## src/pkg/sar_adc_pkg.sv

```systemverilog
package sar_adc_pkg;
   // Result widths of the two variants
   localparam int unsigned WIDTH_10B = 10;
   localparam int unsigned WIDTH_12B = 12;
   localparam int unsigned MAX_WIDTH = 12;
   // Conversion length in conversion-clock cycles
   localparam int unsigned CONV_CYCLES_10B = 12;
   localparam int unsigned CONV_CYCLES_12B = 14;
   // Reference figures: time in ns and clock in MHz
   localparam int unsigned CONV_NS_10B = 428;
   localparam int unsigned CLK_MHZ_10B = 28;
   localparam int unsigned CONV_NS_12B = 540;
   localparam int unsigned CLK_MHZ_12B = 26;
   // Host-side acquisition time in ns
   localparam int unsigned ACQ_NS_5V = 130;
   localparam int unsigned ACQ_NS_3V = 140;
   // Ref clock
   localparam int unsigned REF_CLK_MHZ = 50;
   // Default conversion clock divider from ref_clk
   localparam int unsigned CONV_CLK_DIV = 2;
   localparam int unsigned FIFO_DEPTH = 4;
   localparam logic [11:0] RESULT_RESET = 12'h000;

   typedef struct packed {
      logic [MAX_WIDTH-1:0] code;
   } result_t;

   typedef struct packed {
      logic [MAX_WIDTH-1:0] data;
      logic oe;
   } bus_drive_t;
endpackage

```

## src/hw/sar_adc_conversion_readout.sv

```systemverilog
`timescale 1ns/1ps
// Behaviour
// - A falling edge on convert_start_n while not busy samples the input and starts a conversion.
// - Busy rises when a conversion starts and falls when it finishes.
// - The host reads the result on the data bus with chip select and read strobe low.
// - In auto sleep the core wakes for a conversion and sleeps again when it ends.
// - The 10-bit variant converts in 12 conversion-clock cycles.
// - The 10-bit variant drives bits 0..9, the 12-bit variant bits 0..11.
// - The result after busy falls belongs to the latest started conversion.
// - Steps advance on the conversion clock, so duration scales with its period.
// - The 12-bit variant converts in 14 conversion-clock cycles.
// - Chip select and read strobe combine through one AND, so they are interchangeable.
// - With both strobes held low the bus stays driven and updates after each conversion.
module sar_adc_conversion_readout #(
   parameter int unsigned WIDTH = sar_adc_pkg::WIDTH_12B,
   parameter int unsigned CONV_DIV = sar_adc_pkg::CONV_CLK_DIV
) (
   input wire logic ref_clk,
   input wire logic rst_b,
   input wire logic convert_start_n,
   input wire logic chip_select_n,
   input wire logic read_strobe_n,
   input wire logic auto_sleep,
   input wire logic [WIDTH-1:0] analog_sample,
   output logic busy,
   output logic asleep,
   output logic [WIDTH-1:0] data_out,
   output logic [WIDTH-1:0] data_oe
);
   localparam int unsigned CONV_CYCLES = (WIDTH == sar_adc_pkg::WIDTH_10B) ?
      sar_adc_pkg::CONV_CYCLES_10B : sar_adc_pkg::CONV_CYCLES_12B;
   localparam int unsigned DW = (CONV_DIV > 1) ? $clog2(CONV_DIV) : 1;

   typedef enum logic [1:0] {
      ST_IDLE,
      ST_SLEEP,
      ST_CONVERT
   } conv_state_t;

   conv_state_t st_q, st_d;
   logic [4:0] step_q, step_d;
   logic [DW-1:0] div_q, div_d;
   logic conv_tick;
   logic [WIDTH-1:0] sample_q, sample_d;
   logic [WIDTH-1:0] sar_q, sar_d;
   logic [WIDTH-1:0] result_q, result_d;
   logic [WIDTH-1:0] drive_q, drive_d;
   logic conv_s1_q, conv_s2_q, conv_s3_q;
   logic cs_s1_q, cs_s2_q, rd_s1_q, rd_s2_q;
   logic [WIDTH-1:0] ain_s1_q, ain_s2_q;
   logic sleep_s1_q, sleep_s2_q;
   logic start_edge, bus_read, conv_load, conv_step, conv_last;
   logic [WIDTH-1:0] trial_bit;
   logic fifo_in_valid, fifo_in_ready, fifo_out_valid, fifo_out_ready;
   logic [WIDTH-1:0] fifo_out_data;

   // State to rest in between conversions
   function automatic conv_state_t rest_state(input logic sleep_en);
      rest_state = sleep_en ? ST_SLEEP : ST_IDLE;
   endfunction

   // One-hot weight of the bit tried at a step, MSB first
   function automatic logic [WIDTH-1:0] trial_weight(input logic [4:0] step);
      trial_weight = '0;
      if (step < 5'(WIDTH)) begin
         trial_weight[WIDTH-1-step] = 1'b1;
      end
   endfunction

   // Keep the trial bit while the trial code does not exceed the held sample
   function automatic logic [WIDTH-1:0] sar_trial(input logic [WIDTH-1:0] sar,
      input logic [WIDTH-1:0] held, input logic [WIDTH-1:0] weight);
      logic [WIDTH-1:0] trial;
      trial = sar | weight;
      sar_trial = (trial <= held) ? trial : sar;
   endfunction

   // Synchronise the pins
   always_ff @(posedge ref_clk or negedge rst_b) begin
      if (!rst_b) begin
         conv_s1_q <= 1'b1;
         conv_s2_q <= 1'b1;
         conv_s3_q <= 1'b1;
         cs_s1_q <= 1'b1;
         cs_s2_q <= 1'b1;
         rd_s1_q <= 1'b1;
         rd_s2_q <= 1'b1;
         ain_s1_q <= '0;
         ain_s2_q <= '0;
         sleep_s1_q <= 1'b0;
         sleep_s2_q <= 1'b0;
      end else begin
         conv_s1_q <= convert_start_n;
         conv_s2_q <= conv_s1_q;
         conv_s3_q <= conv_s2_q;
         cs_s1_q <= chip_select_n;
         cs_s2_q <= cs_s1_q;
         rd_s1_q <= read_strobe_n;
         rd_s2_q <= rd_s1_q;
         ain_s1_q <= analog_sample;
         ain_s2_q <= ain_s1_q;
         sleep_s1_q <= auto_sleep;
         sleep_s2_q <= sleep_s1_q;
      end
   end

   assign start_edge = conv_s3_q && !conv_s2_q;
   assign bus_read = !(cs_s2_q || rd_s2_q);

   // Conversion clock enable; restarts with each conversion so busy lasts exactly
   // CONV_CYCLES enables whatever the divider phase was
   always_comb begin
      conv_tick = (div_q == DW'(CONV_DIV - 1));
      if (conv_load) begin
         div_d = '0;
      end else if (conv_tick) begin
         div_d = '0;
      end else begin
         div_d = div_q + 1'b1;
      end
   end

   always_ff @(posedge ref_clk or negedge rst_b) begin
      if (!rst_b) begin
         div_q <= '0;
      end else begin
         div_q <= div_d;
      end
   end

   assign conv_load = start_edge && (st_q != ST_CONVERT);
   assign conv_step = (st_q == ST_CONVERT) && conv_tick && fifo_in_ready;
   assign conv_last = conv_step && (step_q == 5'(CONV_CYCLES - 1));

   // Conversion sequence; start edges during a conversion are ignored
   always_comb begin
      st_d = st_q;
      step_d = step_q;
      case (st_q)
         ST_IDLE: begin
            if (conv_load) begin
               st_d = ST_CONVERT;
               step_d = '0;
            end else begin
               st_d = rest_state(sleep_s2_q);
            end
         end
         ST_SLEEP: begin
            if (conv_load) begin
               st_d = ST_CONVERT;
               step_d = '0;
            end else begin
               st_d = rest_state(sleep_s2_q);
            end
         end
         ST_CONVERT: begin
            if (conv_step) begin
               step_d = step_q + 5'd1;
            end
            if (conv_last) begin
               st_d = rest_state(sleep_s2_q);
            end
         end
         default: begin
            st_d = ST_IDLE;
         end
      endcase
   end

   always_ff @(posedge ref_clk or negedge rst_b) begin
      if (!rst_b) begin
         st_q <= ST_IDLE;
         step_q <= '0;
      end else begin
         st_q <= st_d;
         step_q <= step_d;
      end
   end

   // Sample hold and successive approximation register
   always_comb begin
      sample_d = sample_q;
      sar_d = sar_q;
      result_d = result_q;
      fifo_in_valid = 1'b0;
      trial_bit = trial_weight(step_q);
      if (conv_load) begin
         sample_d = ain_s2_q;
         sar_d = '0;
      end else if (conv_step) begin
         sar_d = sar_trial(sar_q, sample_q, trial_bit);
      end
      if (conv_last) begin
         result_d = sar_q;
         fifo_in_valid = 1'b1;
      end
   end

   always_ff @(posedge ref_clk or negedge rst_b) begin
      if (!rst_b) begin
         sample_q <= '0;
         sar_q <= '0;
         result_q <= '0;
      end else begin
         sample_q <= sample_d;
         sar_q <= sar_d;
         result_q <= result_d;
      end
   end

   assign busy = (st_q == ST_CONVERT);
   assign asleep = (st_q == ST_SLEEP);

   result_fifo #(
      .WIDTH(WIDTH),
      .DEPTH(sar_adc_pkg::FIFO_DEPTH)
   ) u_fifo (
      .ref_clk(ref_clk),
      .rst_b(rst_b),
      .in_valid(fifo_in_valid),
      .in_ready(fifo_in_ready),
      .in_data(result_d),
      .out_valid(fifo_out_valid),
      .out_ready(fifo_out_ready),
      .out_data(fifo_out_data)
   );

   // Keep only the newest result in the bus latch
   assign fifo_out_ready = 1'b1;

   always_comb begin
      drive_d = drive_q;
      if (fifo_out_valid) begin
         drive_d = fifo_out_data;
      end
   end

   always_ff @(posedge ref_clk or negedge rst_b) begin
      if (!rst_b) begin
         drive_q <= '0;
      end else begin
         drive_q <= drive_d;
      end
   end

   assign data_out = drive_q;
   assign data_oe = {WIDTH{bus_read}};
endmodule

```

## src/hw/result_fifo.sv

```systemverilog
`timescale 1ns/1ps
module result_fifo #(
   parameter int unsigned WIDTH = 12,
   parameter int unsigned DEPTH = 4
) (
   input wire logic ref_clk,
   input wire logic rst_b,
   input wire logic in_valid,
   output logic in_ready,
   input wire logic [WIDTH-1:0] in_data,
   output logic out_valid,
   input wire logic out_ready,
   output logic [WIDTH-1:0] out_data
);
   localparam int unsigned AW = (DEPTH > 1) ? $clog2(DEPTH) : 1;
   logic [WIDTH-1:0] mem_q [DEPTH];
   logic [AW-1:0] wr_q, wr_d, rd_q, rd_d;
   logic [AW:0] cnt_q, cnt_d;
   logic [WIDTH-1:0] dout_q, dout_d;
   logic push, pop;

   function automatic logic [AW-1:0] bump(input logic [AW-1:0] p);
      bump = (p == AW'(DEPTH - 1)) ? '0 : p + 1'b1;
   endfunction

   assign in_ready = (cnt_q != (AW+1)'(DEPTH));
   assign out_valid = (cnt_q != '0);
   assign push = in_valid && in_ready;
   assign pop = out_valid && out_ready;
   assign out_data = mem_q[rd_q];

   always_comb begin
      wr_d = push ? bump(wr_q) : wr_q;
      rd_d = pop ? bump(rd_q) : rd_q;
      cnt_d = cnt_q;
      if (push && !pop) begin
         cnt_d = cnt_q + 1'b1;
      end else if (pop && !push) begin
         cnt_d = cnt_q - 1'b1;
      end
      dout_d = push ? in_data : dout_q;
   end

   always_ff @(posedge ref_clk or negedge rst_b) begin
      if (!rst_b) begin
         wr_q <= '0;
         rd_q <= '0;
         cnt_q <= '0;
         dout_q <= '0;
      end else begin
         wr_q <= wr_d;
         rd_q <= rd_d;
         cnt_q <= cnt_d;
         dout_q <= dout_d;
      end
   end

   always_ff @(posedge ref_clk) begin
      if (push) begin
         mem_q[wr_q] <= dout_d;
      end
   end
endmodule

```

## config.mk

```make
export PLATFORM = sky130hd
export DESIGN_NAME = sar_adc_conversion_readout
export DESIGN_NICKNAME = d
export VERILOG_FILES = /design/src/pkg/sar_adc_pkg.sv /design/src/hw/sar_adc_conversion_readout.sv /design/src/hw/result_fifo.sv
export SDC_FILE = /design/constraint.sdc
export NUM_CORES = 1
export LEC_CHECK = 0
export ABC_CLOCK_PERIOD_IN_PS = 3600
export BUFFER_PORTS_ARGS = -buffer_cell sky130_fd_sc_hd__buf_2
export CAP_MARGIN = 30
export CELL_PAD_IN_SITES_DETAIL_PLACEMENT = 1
export CELL_PAD_IN_SITES_GLOBAL_PLACEMENT = 1
export CORE_MARGIN = 5
export CORE_UTILIZATION = 49
export CTS_CLUSTER_DIAMETER = 60
export DETAILED_ROUTE_END_ITERATION = 6
export PLACE_DENSITY_LB_ADDON = 0.1
export SYNTH_ARGS = -nofsm -noshare
export SYNTH_HDL_FRONTEND = slang
export SYNTH_SLANG_ARGS = --single-unit
```

## constraint.sdc

```tcl
create_clock -name ref_clk -period 3.6 [get_ports ref_clk]
set_input_delay 0.9 -clock ref_clk [delete_from_list [all_inputs] [get_ports ref_clk]]
set_output_delay 0.9 -clock ref_clk [all_outputs]
set_load 0.02 [all_outputs]
```

==> Yosys cells after proc, flatten, opt, wreduce, memory -nomap -nowiden <==
Memory sizes are Yosys's and may differ from the RTL's. A register that Yosys moved wholly into a read port is not among the register bits.
Cells that the tools add are included.
{ "op_classes": {"eq_ne": 10, "n_addsub": 7, "bitwise_logic": 1, "order_cmp": 4, "mux": 24, "reduce_logical": 24} }
{ "ops": {"columns": ["operator", "count"], "rows": [
  ["12-bit two-way mux", 6],
  ["32-bit by 1-bit >= comparator with 1-bit output (second input constant)", 1],
  ["32-bit by 5-bit less-than comparator with 1-bit output (second input constant)", 1],
  ["12-bit <= comparator", 1],
  ["12-bit bitwise OR", 1],
  ["5-bit two-way mux", 2],
  ["5-bit case mux with 2 select lines", 1],
  ["1-bit logical AND", 9],
  ["2-bit two-way mux", 4],
  ["2-bit nonzero test", 4],
  ["1-bit two-way mux", 7],
  ["2-bit equality test (second input constant)", 3],
  ["3-bit two-way mux", 2],
  ["2-bit by 1-bit inequality test with 1-bit output (second input constant)", 3],
  ["4-bit by 5-bit subtractor with 6-bit output (first input constant)", 1],
  ["5-bit by 1-bit adder with 5-bit output (second input constant)", 1],
  ["5-bit by 4-bit equality test with 1-bit output (second input constant)", 1],
  ["1-bit zero test", 5],
  ["5-bit by 4-bit less-than comparator with 1-bit output (second input constant)", 1],
  ["2-bit by 1-bit adder with 2-bit output (second input constant)", 2],
  ["1-bit demux with 4-bit select", 1],
  ["2-bit case mux with 2 select lines", 1],
  ["3-bit by 1-bit adder with 3-bit output (second input constant)", 1],
  ["3-bit inequality test (second input constant)", 1],
  ["10 further kinds", 10]
]} }
{ "totals": {"input_bits": 18, "ff_bits": 96, "mem_bits_rw": 48, "wordCells": 92, "out_inout_bits": 26, "memories": 1} }
{ "memory_table": {"columns": ["name", "depth", "word_bits", "read_ports", "rd_ports_with_merged_regs", "wr", "line", "text"], "rows": [
  ["u_fifo.mem_q", 4, 12, 1, 1, 1, "result_fifo.sv:16", "logic [WIDTH-1:0] mem_q [DEPTH];"]
]} }

==> Longest topological paths before layout <==
Gate-level depths: netlist of the first run.
{ "logic_depth": {"ltp_word": 11, "ltp_mapped": 13, "depth_no_buf": 11} }

==> Cells and area by module <==
From an unflattened synthesis of the first run, not the netlist that was laid out.
{ "hier_totals": {"hier_cells": 446, "area_unflattened_um2": 6388.6} }
{ "modules_own_cells": {"columns": ["mod", "area_each_um2", "cells_each", "seq_area_each_um2", "instances"], "rows": [
  ["sar_adc_conversion_readout", 3699.8, 320, 2235.9, 1],
  ["result_fifo", 2688.8, 126, 1916.8, 1]
]} }

==> Worst setup path before layout of the first run <==
No wires, ideal clock.
{ "synth_timing": {"kind": "register -> register", "startpoint": "register step_q[3]", "endpoint": "register sar_q[10]", "arrival_ps": 2521, "path_slack_ps": 996, "synth_period_minus_slack_ps": 2604, "stages_incl_launch_ff": 11, "path_buffers": 1, "setup_ps": 83, "required_ps": 3517, "path_cell_list": "dfrtp_1 > clkbuf_1 > nor3_1 > nand2_1 > nand2b_1 > ha_1 > a211oi_1 > nor2_1 > nor3_1 > nand3_1 > o22ai_1"} }
{ "synth_via": {"elab_chain_len": 10, "word_cells_on_any_way": 15, "cone_classes": "add/sub: 1; order compare: 4; mux: 6; bitwise: 1; reduce/logical: 3"} }
{ "synth_lines": {"columns": ["item", "line", "text"], "rows": [
  ["from (decl)", "sar_adc_conversion_readout.sv:41", "logic [4:0] step_q, step_d;"],
  ["from (signal assigned)", "sar_adc_conversion_readout.sv:176", "step_q <= step_d;"],
  ["4-bit by 5-bit subtractor with 6-bit output", "sar_adc_conversion_readout.sv:66", "trial_weight[WIDTH-1-step] = 1'b1;"],
  ["32-bit by 1-bit >= comparator with 1-bit output (not written as such) or 32-bit by 5-bit less-than comparator with 1-bit output (tied branches)", "sar_adc_conversion_readout.sv:66", null],
  ["1-bit logical AND (not written as such)", "sar_adc_conversion_readout.sv:66", null],
  ["1-bit two-way mux (not written as such)", "sar_adc_conversion_readout.sv:66", null],
  ["1-bit demux with 4-bit select", "sar_adc_conversion_readout.sv:66", null],
  ["12-bit two-way mux *", "sar_adc_conversion_readout.sv:65", "if (step < 5'(WIDTH)) begin"],
  ["12-bit bitwise OR *", "sar_adc_conversion_readout.sv:74", "trial = sar | weight;"],
  ["12-bit <= comparator or 12-bit two-way mux (tied branches)", "sar_adc_conversion_readout.sv:75", "sar_trial = (trial <= held) ? trial : sar;"],
  ["2-bit nonzero test (no source line) or 12-bit two-way mux (tied branches)", null, null],
  ["2-bit AND reduction (no source line) or 12-bit two-way mux (tied branches)", null, null],
  ["to (signal assigned)", "sar_adc_conversion_readout.sv:206", "sar_q <= sar_d;"],
  ["to (decl)", "sar_adc_conversion_readout.sv:45", "logic [WIDTH-1:0] sar_q, sar_d;"]
]} }
Mark *: on every way between the ends. The rest lies on a longest branch, timed or not. The select of a mux whose other input is x is not followed.
A chain may end at the register's enable or synchronous reset.

==> Worst setup path after layout of the first run <==
{ "layout_timing": {"startpoint": "register st_q[0]", "endpoint": "register u_fifo.cnt_q[2]"} }
{ "layout_via": {"elab_chain_len": 9, "word_cells_on_any_way": 11, "cone_classes": "eq/ne: 1; mux: 2; reduce/logical: 8"} }
{ "layout_lines": {"columns": ["item", "line", "text"], "rows": [
  ["from (decl)", "sar_adc_conversion_readout.sv:40", "conv_state_t st_q, st_d;"],
  ["from (signal assigned)", "sar_adc_conversion_readout.sv:175", "st_q <= st_d;"],
  ["2-bit equality test *", "sar_adc_conversion_readout.sv:132", "assign conv_step = (st_q == ST_CONVERT) && conv_tick && fifo_in_ready;"],
  ["1-bit logical AND * (2 in series)", "sar_adc_conversion_readout.sv:132", null],
  ["1-bit logical AND *", "sar_adc_conversion_readout.sv:133", "assign conv_last = conv_step && (step_q == 5'(CONV_CYCLES - 1));"],
  ["1-bit two-way mux *", "sar_adc_conversion_readout.sv:193", "if (conv_last) begin"],
  ["1-bit logical AND *", "result_fifo.sv:28", "assign push = in_valid && in_ready;"],
  ["1-bit zero test", "result_fifo.sv:38", "end else if (pop && !push) begin"],
  ["1-bit logical AND", "result_fifo.sv:38", null],
  ["2-bit nonzero test (no source line)", null, null],
  ["to (signal assigned)", "result_fifo.sv:53", "cnt_q <= cnt_d;"],
  ["to (decl)", "result_fifo.sv:18", "logic [AW:0] cnt_q, cnt_d;"]
]} }
Mark *: on every way between the ends. The rest lies on a longest branch, timed or not.

==> impl_metrics.toml, run 1 <==
[worst_setup_path]
critical_path_arrival_ns = 3.05
critPathKind = "register to register"
start_kind = "register"
critPathRequiredTime_ns = 3.94
worstPathMaxFanout = 20
end_kind = "register"
rr_worst_depth = 10

[floorplanning]
start_util = 0.5036
die_h_um = 118.8
dieArea_um2 = 14110
placementRows = 39
core_um2 = 11520
fp.dieW_um = 118.8
io_pins = 44

[logic_synthesis]
synth.top_cell.area_share = 0.3840
yosysTopAreaCell = "dfrtp_1"
yosys_register_bits = 144
synth_top_family_by_area = "simple AND/OR/NAND/NOR gates"
ys_async_sr_fraction = 0.6667
synth_nets = 465
synth.area.top_cells = "dfrtp_1, edfxtp_1, ha_1, mux4_2, nand2_1"
synth-xor-area-share = 0.009061
synth_simple_gate_area_frac = 0.09795
syn_inst = 424
yosysMostFrequentCell = "dfrtp_1"
ys.warnings.count = 0
netlist_area_um2 = 5799
synth.avg_cell_area_um2 = 13.68
synthTopCellsByCount = "dfrtp_1, nand2_1, edfxtp_1"
synthAdderAreaFrac = 0.05092
synth_mux_area_frac = 0.07379
synth_compound_area_frac = 0.06084
yosysSeqAreaShare = 0.6643
ys_types = 42
synth_enable_flop_cells = 48
synth_flop_cell = "dfrtp_1"

[layout]
antenna_cells = 0
multi_input_area_um2 = 1699
fillers = 1110
area_growth_pct = 16.01
seq_area_um2 = 3852
layout.cells.non_filler = 618
final_core_util = 0.5842
finalInstanceArea_um2 = 6728
drive_above_1_share = 0.2611
fin_nets = 503

[drt]
drtAntennaViolNets = 0
vias_per_cell = 5.398
drc = 0
drtPass1Iterations = 4
routedWlPerCell_um = 18.26
drt-total-wl_um = 11290
vias = 3336
dr.first_iter.drc_count = 149

[timing]
grt_setup_unrepaired = "no"
relSlewSlack = 0.3791
fin_tns_setup_ns = 0
worst_slew_pin_slew_ns = 0.9313
slew_violations = 0
finalSetupViolations = 0
fin_skew_ns = 0.009386
hold_violations = 0
max_freq_mhz = 369.9
whs_ns = 0.3424
fin_crit_ns = 2.703
fin_crit_sh = 0.7509

[power_and_ir_drop]
p_per_area_nw_per_um2 = 745.4
p_leak_nw = 2.911
ir_drop_mv = 0.3971

[clocking]
cts-resized-gates = 0
worstSkewPairLatency_ns = 0.42
cts_num_sinks = 144
clk_pin_slew_ns = 0.06
htreeDepth = 4
cts_buffer_depth = 2
cts_buffers = 17
tritoncts = "yes"
ctsRootBufferMaster = "clkbuf_16"
ctsHoldBuffers = 0
cts_setup_buffers = 0

[global_routing]
grt.total_usage = 0.1783
grt_overflow = 0
grt_pass1_vias = 3700
grt_pass1_wl_um = 19350
antenna_found_initial = 0
grt_max_degree = 49

[min_path]
hold_path_depth = 0
hold_path_class = "register to register"

[run_status]
status = "finished clean"

[placed_design]
place.gp.congestion = 0.9111
portBuffers = 43
dp_hpwl_um = 7463
dpl-instance-area_um2 = 6088
placed_cells = 586

[job]
cap_violations = 0
## metal layers
metal  share of wire  GRT usage  wire length [µm]
met2            0.51     0.3002              5742
met5               0          0                 0
met3           0.036    0.04871               407
met4           0.020    0.07314               227
met1            0.43     0.2182              4907
## cell usage in the layout, fill, tap and decap left out, drive strengths merged, types with 2 or more instances in the layout
cell type / instances
a21o: 6
clkbuf: 19
nor2: 12
o22ai: 8
and2: 4
edfxtp: 48
and3: 3
mux2: 14
buf: 51
nor3: 5
dfstp: 7
xor2: 3
dfrtp: 89
nand2b: 6
nand2: 61
or2: 5
and2b: 2
bufinv: 5
xnor2: 3
nand4: 13
nand3: 3
ha: 22
mux4: 12
clkinv: 3
or3: 2
o21ai: 16
clkinvlp: 2
a21oi: 12
inv: 21
a31oi: 8
## cell type report
cell class | instances | area share
multi-input cells | 230 | 0.2526
flip-flops and latches | 144 | 0.5726
inverters | 18 | 0.01004
clock buffers | 19 | 0.06435
well taps | 143 | 0.02659
clock inverters | 13 | 0.03069
repair buffers | 51 | 0.04315
## through the flow
stage	worst slack [ns]	total power [mW]
2_1_floorplan	0.9961	2.831
3_3_place_gp	0.9694	3.103
3_5_place_dp	0.8703	3.153
4_1_cts	0.8632	5.092
5_1_grt	0.6345	5.291
6_report	0.8968	5.015
## logic make-up after synthesis
family	Yosys count
xor gates and xnor gates	6
adders and majority gates	23
DFF	144
AOI/OAI and AO/OA	56
muxes	26
and+or+nand+nor	119
buffers and inverters	50
## final timing paths
path                                  start              end  slack [ns]
worst max-delay path                st_q[0]  u_fifo.cnt_q[2]        0.90
worst min register to register  ain_s1_q[9]      ain_s2_q[9]        0.34
min in group asynchronous             rst_b     sample_q[10]        0.51
max in group asynchronous             rst_b        conv_s1_q        2.33
worst min-delay path            ain_s1_q[9]      ain_s2_q[9]        0.34
worst max register to register      st_q[0]  u_fifo.cnt_q[2]        0.90
## registers in the layout (all words and copies together) (netlist names), 2 cells and up
| signal | count |
|---|---|
| ain_s1_q | 12 |
| u_fifo.wr_q | 2 |
| st_q | 2 |
| sample_q | 12 |
| u_fifo.mem_q | 48 |
| u_fifo.rd_q | 2 |
| sar_q | 12 |
| step_q | 5 |
| ain_s2_q | 12 |
| u_fifo.dout_q | 12 |
| data_out | 12 |
| u_fifo.cnt_q | 3 |
## report_power, final
group	internal, mW	switching [mW]
clock network	1.23	0.663
logic	0.462	0.566
registers	1.89	0.203
## critical path, cell delays in order, from the launching register on
cell	delay, ns
dfrtp_1	0.36
and2b_1	0.35
o311ai_4	0.19
or3_1	0.43
inv_2	0.24
ha_1	0.24
inv_1	0.06
fa_1	0.37
xor2_1	0.15
nor2_1	0.12
xnor2_1	0.13
(Power assumes the default switching activity.)
==> run 2, diff against run 1 <==
--- a/config.mk
+++ b/config.mk
@@ -5,13 +5,14 @@
 export SDC_FILE = /design/constraint.sdc
 export NUM_CORES = 1
 export LEC_CHECK = 0
-export ABC_CLOCK_PERIOD_IN_PS = 3600
+export ABC_AREA = 1
+export ABC_CLOCK_PERIOD_IN_PS = 2700
 export BUFFER_PORTS_ARGS = -buffer_cell sky130_fd_sc_hd__buf_2
 export CAP_MARGIN = 30
 export CELL_PAD_IN_SITES_DETAIL_PLACEMENT = 1
 export CELL_PAD_IN_SITES_GLOBAL_PLACEMENT = 1
 export CORE_MARGIN = 5
-export CORE_UTILIZATION = 49
+export CORE_UTILIZATION = 47
 export CTS_CLUSTER_DIAMETER = 60
 export DETAILED_ROUTE_END_ITERATION = 6
 export PLACE_DENSITY_LB_ADDON = 0.1
==> constraint.sdc (replaced) <==
create_clock -name ref_clk -period 2.7 [get_ports ref_clk]
set_input_delay 0.675 -clock ref_clk [delete_from_list [all_inputs] [get_ports ref_clk]]
set_output_delay 0.675 -clock ref_clk [all_outputs]
set_load 0.02 [all_outputs]
==> run 2 against run 1 <==
Effect of this change: synthesized cell count grew 25%; design area shrank 0.45%; critical endpoint is now sar_q[3]; clock-buffer cell count increased by 1; largest cell class unchanged; critical path type unchanged.
==> impl_metrics.toml, run 2 <==
[layout]
antenna_cells = 0
fillers = 1300
area_growth_pct = 15.84
layout_commonest_cell = "nand2_1"
largest-register = "u_fifo.mem_q"
largest_register_ff_count = 48
drive_above_1_share = 0.1618
layout.cells.non_filler = 734
layout_common_cells = "nand2_1, dfrtp_1, nor2_1"
fin_nets = 615
finalInstanceArea_um2 = 6698

[logic_synthesis]
yosys_register_bits = 144
yosysTopAreaCell = "dfrtp_1"
ys.warnings.count = 0
synth.area.top_cells = "dfrtp_1, edfxtp_1, nand2_1, nor2_1, o21ai_0"
synth_flop_cell = "dfrtp_1"
synth.avg_cell_area_um2 = 10.87
synth-xor-area-share = 0.006059
yosysSeqAreaShare = 0.6663
ys_async_sr_fraction = 0.6667
synth_mux_area_frac = 0.001948
synth.top_cell.area_share = 0.3852
synth_top_family_by_area = "simple AND/OR/NAND/NOR gates"
synth_nets = 573
synth_simple_gate_area_frac = 0.1279
synthAdderAreaFrac = 0.05107
yosysMostFrequentCell = "nand2_1"
ys_types = 26
netlist_area_um2 = 5782
syn_inst = 532
synthTopCellsByCount = "nand2_1, dfrtp_1, nor2_1"
synth_enable_flop_cells = 48
synth_compound_area_frac = 0.07747

[timing]
slew_violations = 0
setup_ws_ns = 0.3372
worst_slew_pin_slew_ns = 0.5929
max_freq_mhz = 423.2
fin_tns_setup_ns = 0
fin_crit_sh = 0.8751
fin_crit_ns = 2.363
relSlewSlack = 0.6047
hold_violations = 0
grt_setup_unrepaired = "no"
finalSetupViolations = 0
fin_skew_ns = 0.008110

[clocking]
ctsRootBufferMaster = "clkbuf_16"
cts_num_sinks = 144
cts_buffer_depth = 2
ctsHoldBuffers = 0
clk_pin_slew_ns = 0.06
cts_buffers = 17
htreeDepth = 4
tritoncts = "yes"
worstSkewPairLatency_ns = 0.41

[power_and_ir_drop]
p_per_area_nw_per_um2 = 997.7
switching_share = 0.3107
seq_power_share = 0.406
power_frac_comb = 0.234
p_leak_nw = 3.003
clkPwrFrac = 0.360
p_int_mw = 4.606
switchingPower_mw = 2.076
power_mw = 6.683
ir_drop_mv = 0.4846

[placed_design]
pre_cts_slack_ns = 0.2080
place.gp.congestion = 0.8974
placed_cells = 702
dp_hpwl_um = 8159
portBuffers = 43
dpl-instance-area_um2 = 6083

[global_routing]
grt_overflow = 0
grt_max_degree = 43
grt.total_usage = 0.1807
grt_pass1_wl_um = 20280
antenna_found_initial = 0
grt_pass1_vias = 4037

[worst_setup_path]
critical_path_arrival_ns = 2.69
r2r_slack_ns = 0.34
r2r-start = "step_q[0]"
worstPathMaxFanout = 12
rr_worst_depth = 14
start_kind = "register"
critPathRequiredTime_ns = 3.03
end_kind = "register"
reg2reg_to = "sar_q[3]"
critPathKind = "register to register"

[floorplanning]
die_h_um = 120.9
placementRows = 40
core_um2 = 12010
dieArea_um2 = 14620
fp.dieW_um = 120.9
io_pins = 44
start_util = 0.4814

[drt]
routedWlPerCell_um = 16.31
routed.top_layer = "met4"
drtPass1Iterations = 4
drtAntennaViolNets = 0
dr.first_iter.drc_count = 234
wl_met3_um = 371
drt-total-wl_um = 11970
vias = 3672
drc = 0
drt-met1-wl_um = 4958
vias_per_cell = 5.003
wl_met2_um = 6414

[min_path]
hold_path_class = "input pin to asynchronous set/reset pin"

[run_status]
status = "finished clean"

[job]
cap_violations = 0
run 2: cell types whose count changed after synthesis, sizes merged, moves of 8 or more:
cell and change:
inv +40, nand4 -10, mux2 -13, mux4 -12, o22ai -8, o21ai +40, nand2 +36, nor2 +70
run 2: kinds of logic (layout without fill, tap and decap cells):
group,after synthesis,count (layout)
fa+ha+maj,23,23
xor+xnor,4,4
simple gates,187,187
mux,1,1
flops,144,144
compound gates,86,86
buf+inv,87,142
run 2: how the worst max path moves through the flow:
stage,start,end,slack [ns],depth (start not counted)
final,step_q[0],sar_q[3],0.34,14
after floorplan,step_q[1],u_fifo.cnt_q[2],0.39,11
after CTS,step_q[1],sar_q[3],0.1,14
after global placement,step_q[0],sar_q[10],0.30,12
after detailed placement,step_q[1],sar_q[11],0.21,14
after global routing,step_q[1],sar_q[3],0.11,13
run 2: power groups by stage:
stage | registers, mW | clock network, mW | logic [mW]
global placement | 2.74 | 0 | 1.47
global route | 2.75 | 2.56 | 1.79
finish | 2.71 | 2.41 | 1.56
CTS | 2.72 | 2.47 | 1.59
detailed placement | 2.75 | 0 | 1.57
floorplan | 2.78 | 0 | 1.04
run 2: routing by layer:
layer	track usage	up-vias
met1	0.2057	1805
li1	-	1794
met4	0.07082	0
met2	0.3268	54
met3	0.04242	19
met5	0	-
run 2: cell type report:
class,instances,area (µm²),area share
multi-input combinational,301,1531,0.2287
clock buffer,20,446.7,0.06669
clock inverter,12,165.2,0.02466
inverter,58,220.2,0.03288
sequential,144,3852,0.5752
tap,147,183.9,0.02746
timing repair buffer,52,297.8,0.04446
run 2: what timing repair did:
item / in CTS / in global routing
endpoints found under the setup margin: 0 / 12
gates resized for setup: 0 / 7
setup buffers: 0 / 0
run 2: through the flow:
stage | hold slack, ns | util
2_1_floorplan | 0.3312 | -
3_3_place_gp | 0.3327 | 0.5065
3_5_place_dp | 0.3363 | 0.5065
4_1_cts | 0.1803 | 0.5574
5_1_grt | 0.2004 | 0.5576
6_report | 0.1852 | 0.5576
run 2: critical path, stage by stage, from the launching register on:
cell and delay [ns]:
dfrtp_1 0.41, inv_1 0.13, ha_1 0.16, nand2_1 0.10
o21ai_0 0.31, ha_1 0.31, nand2_1 0.08, nand2_1 0.06
nand2_1 0.05, nand2_1 0.04, nand2_1 0.07, nand3_1 0.08
nand2_1 0.08, nand2_2 0.15, a21oi_1 0.21
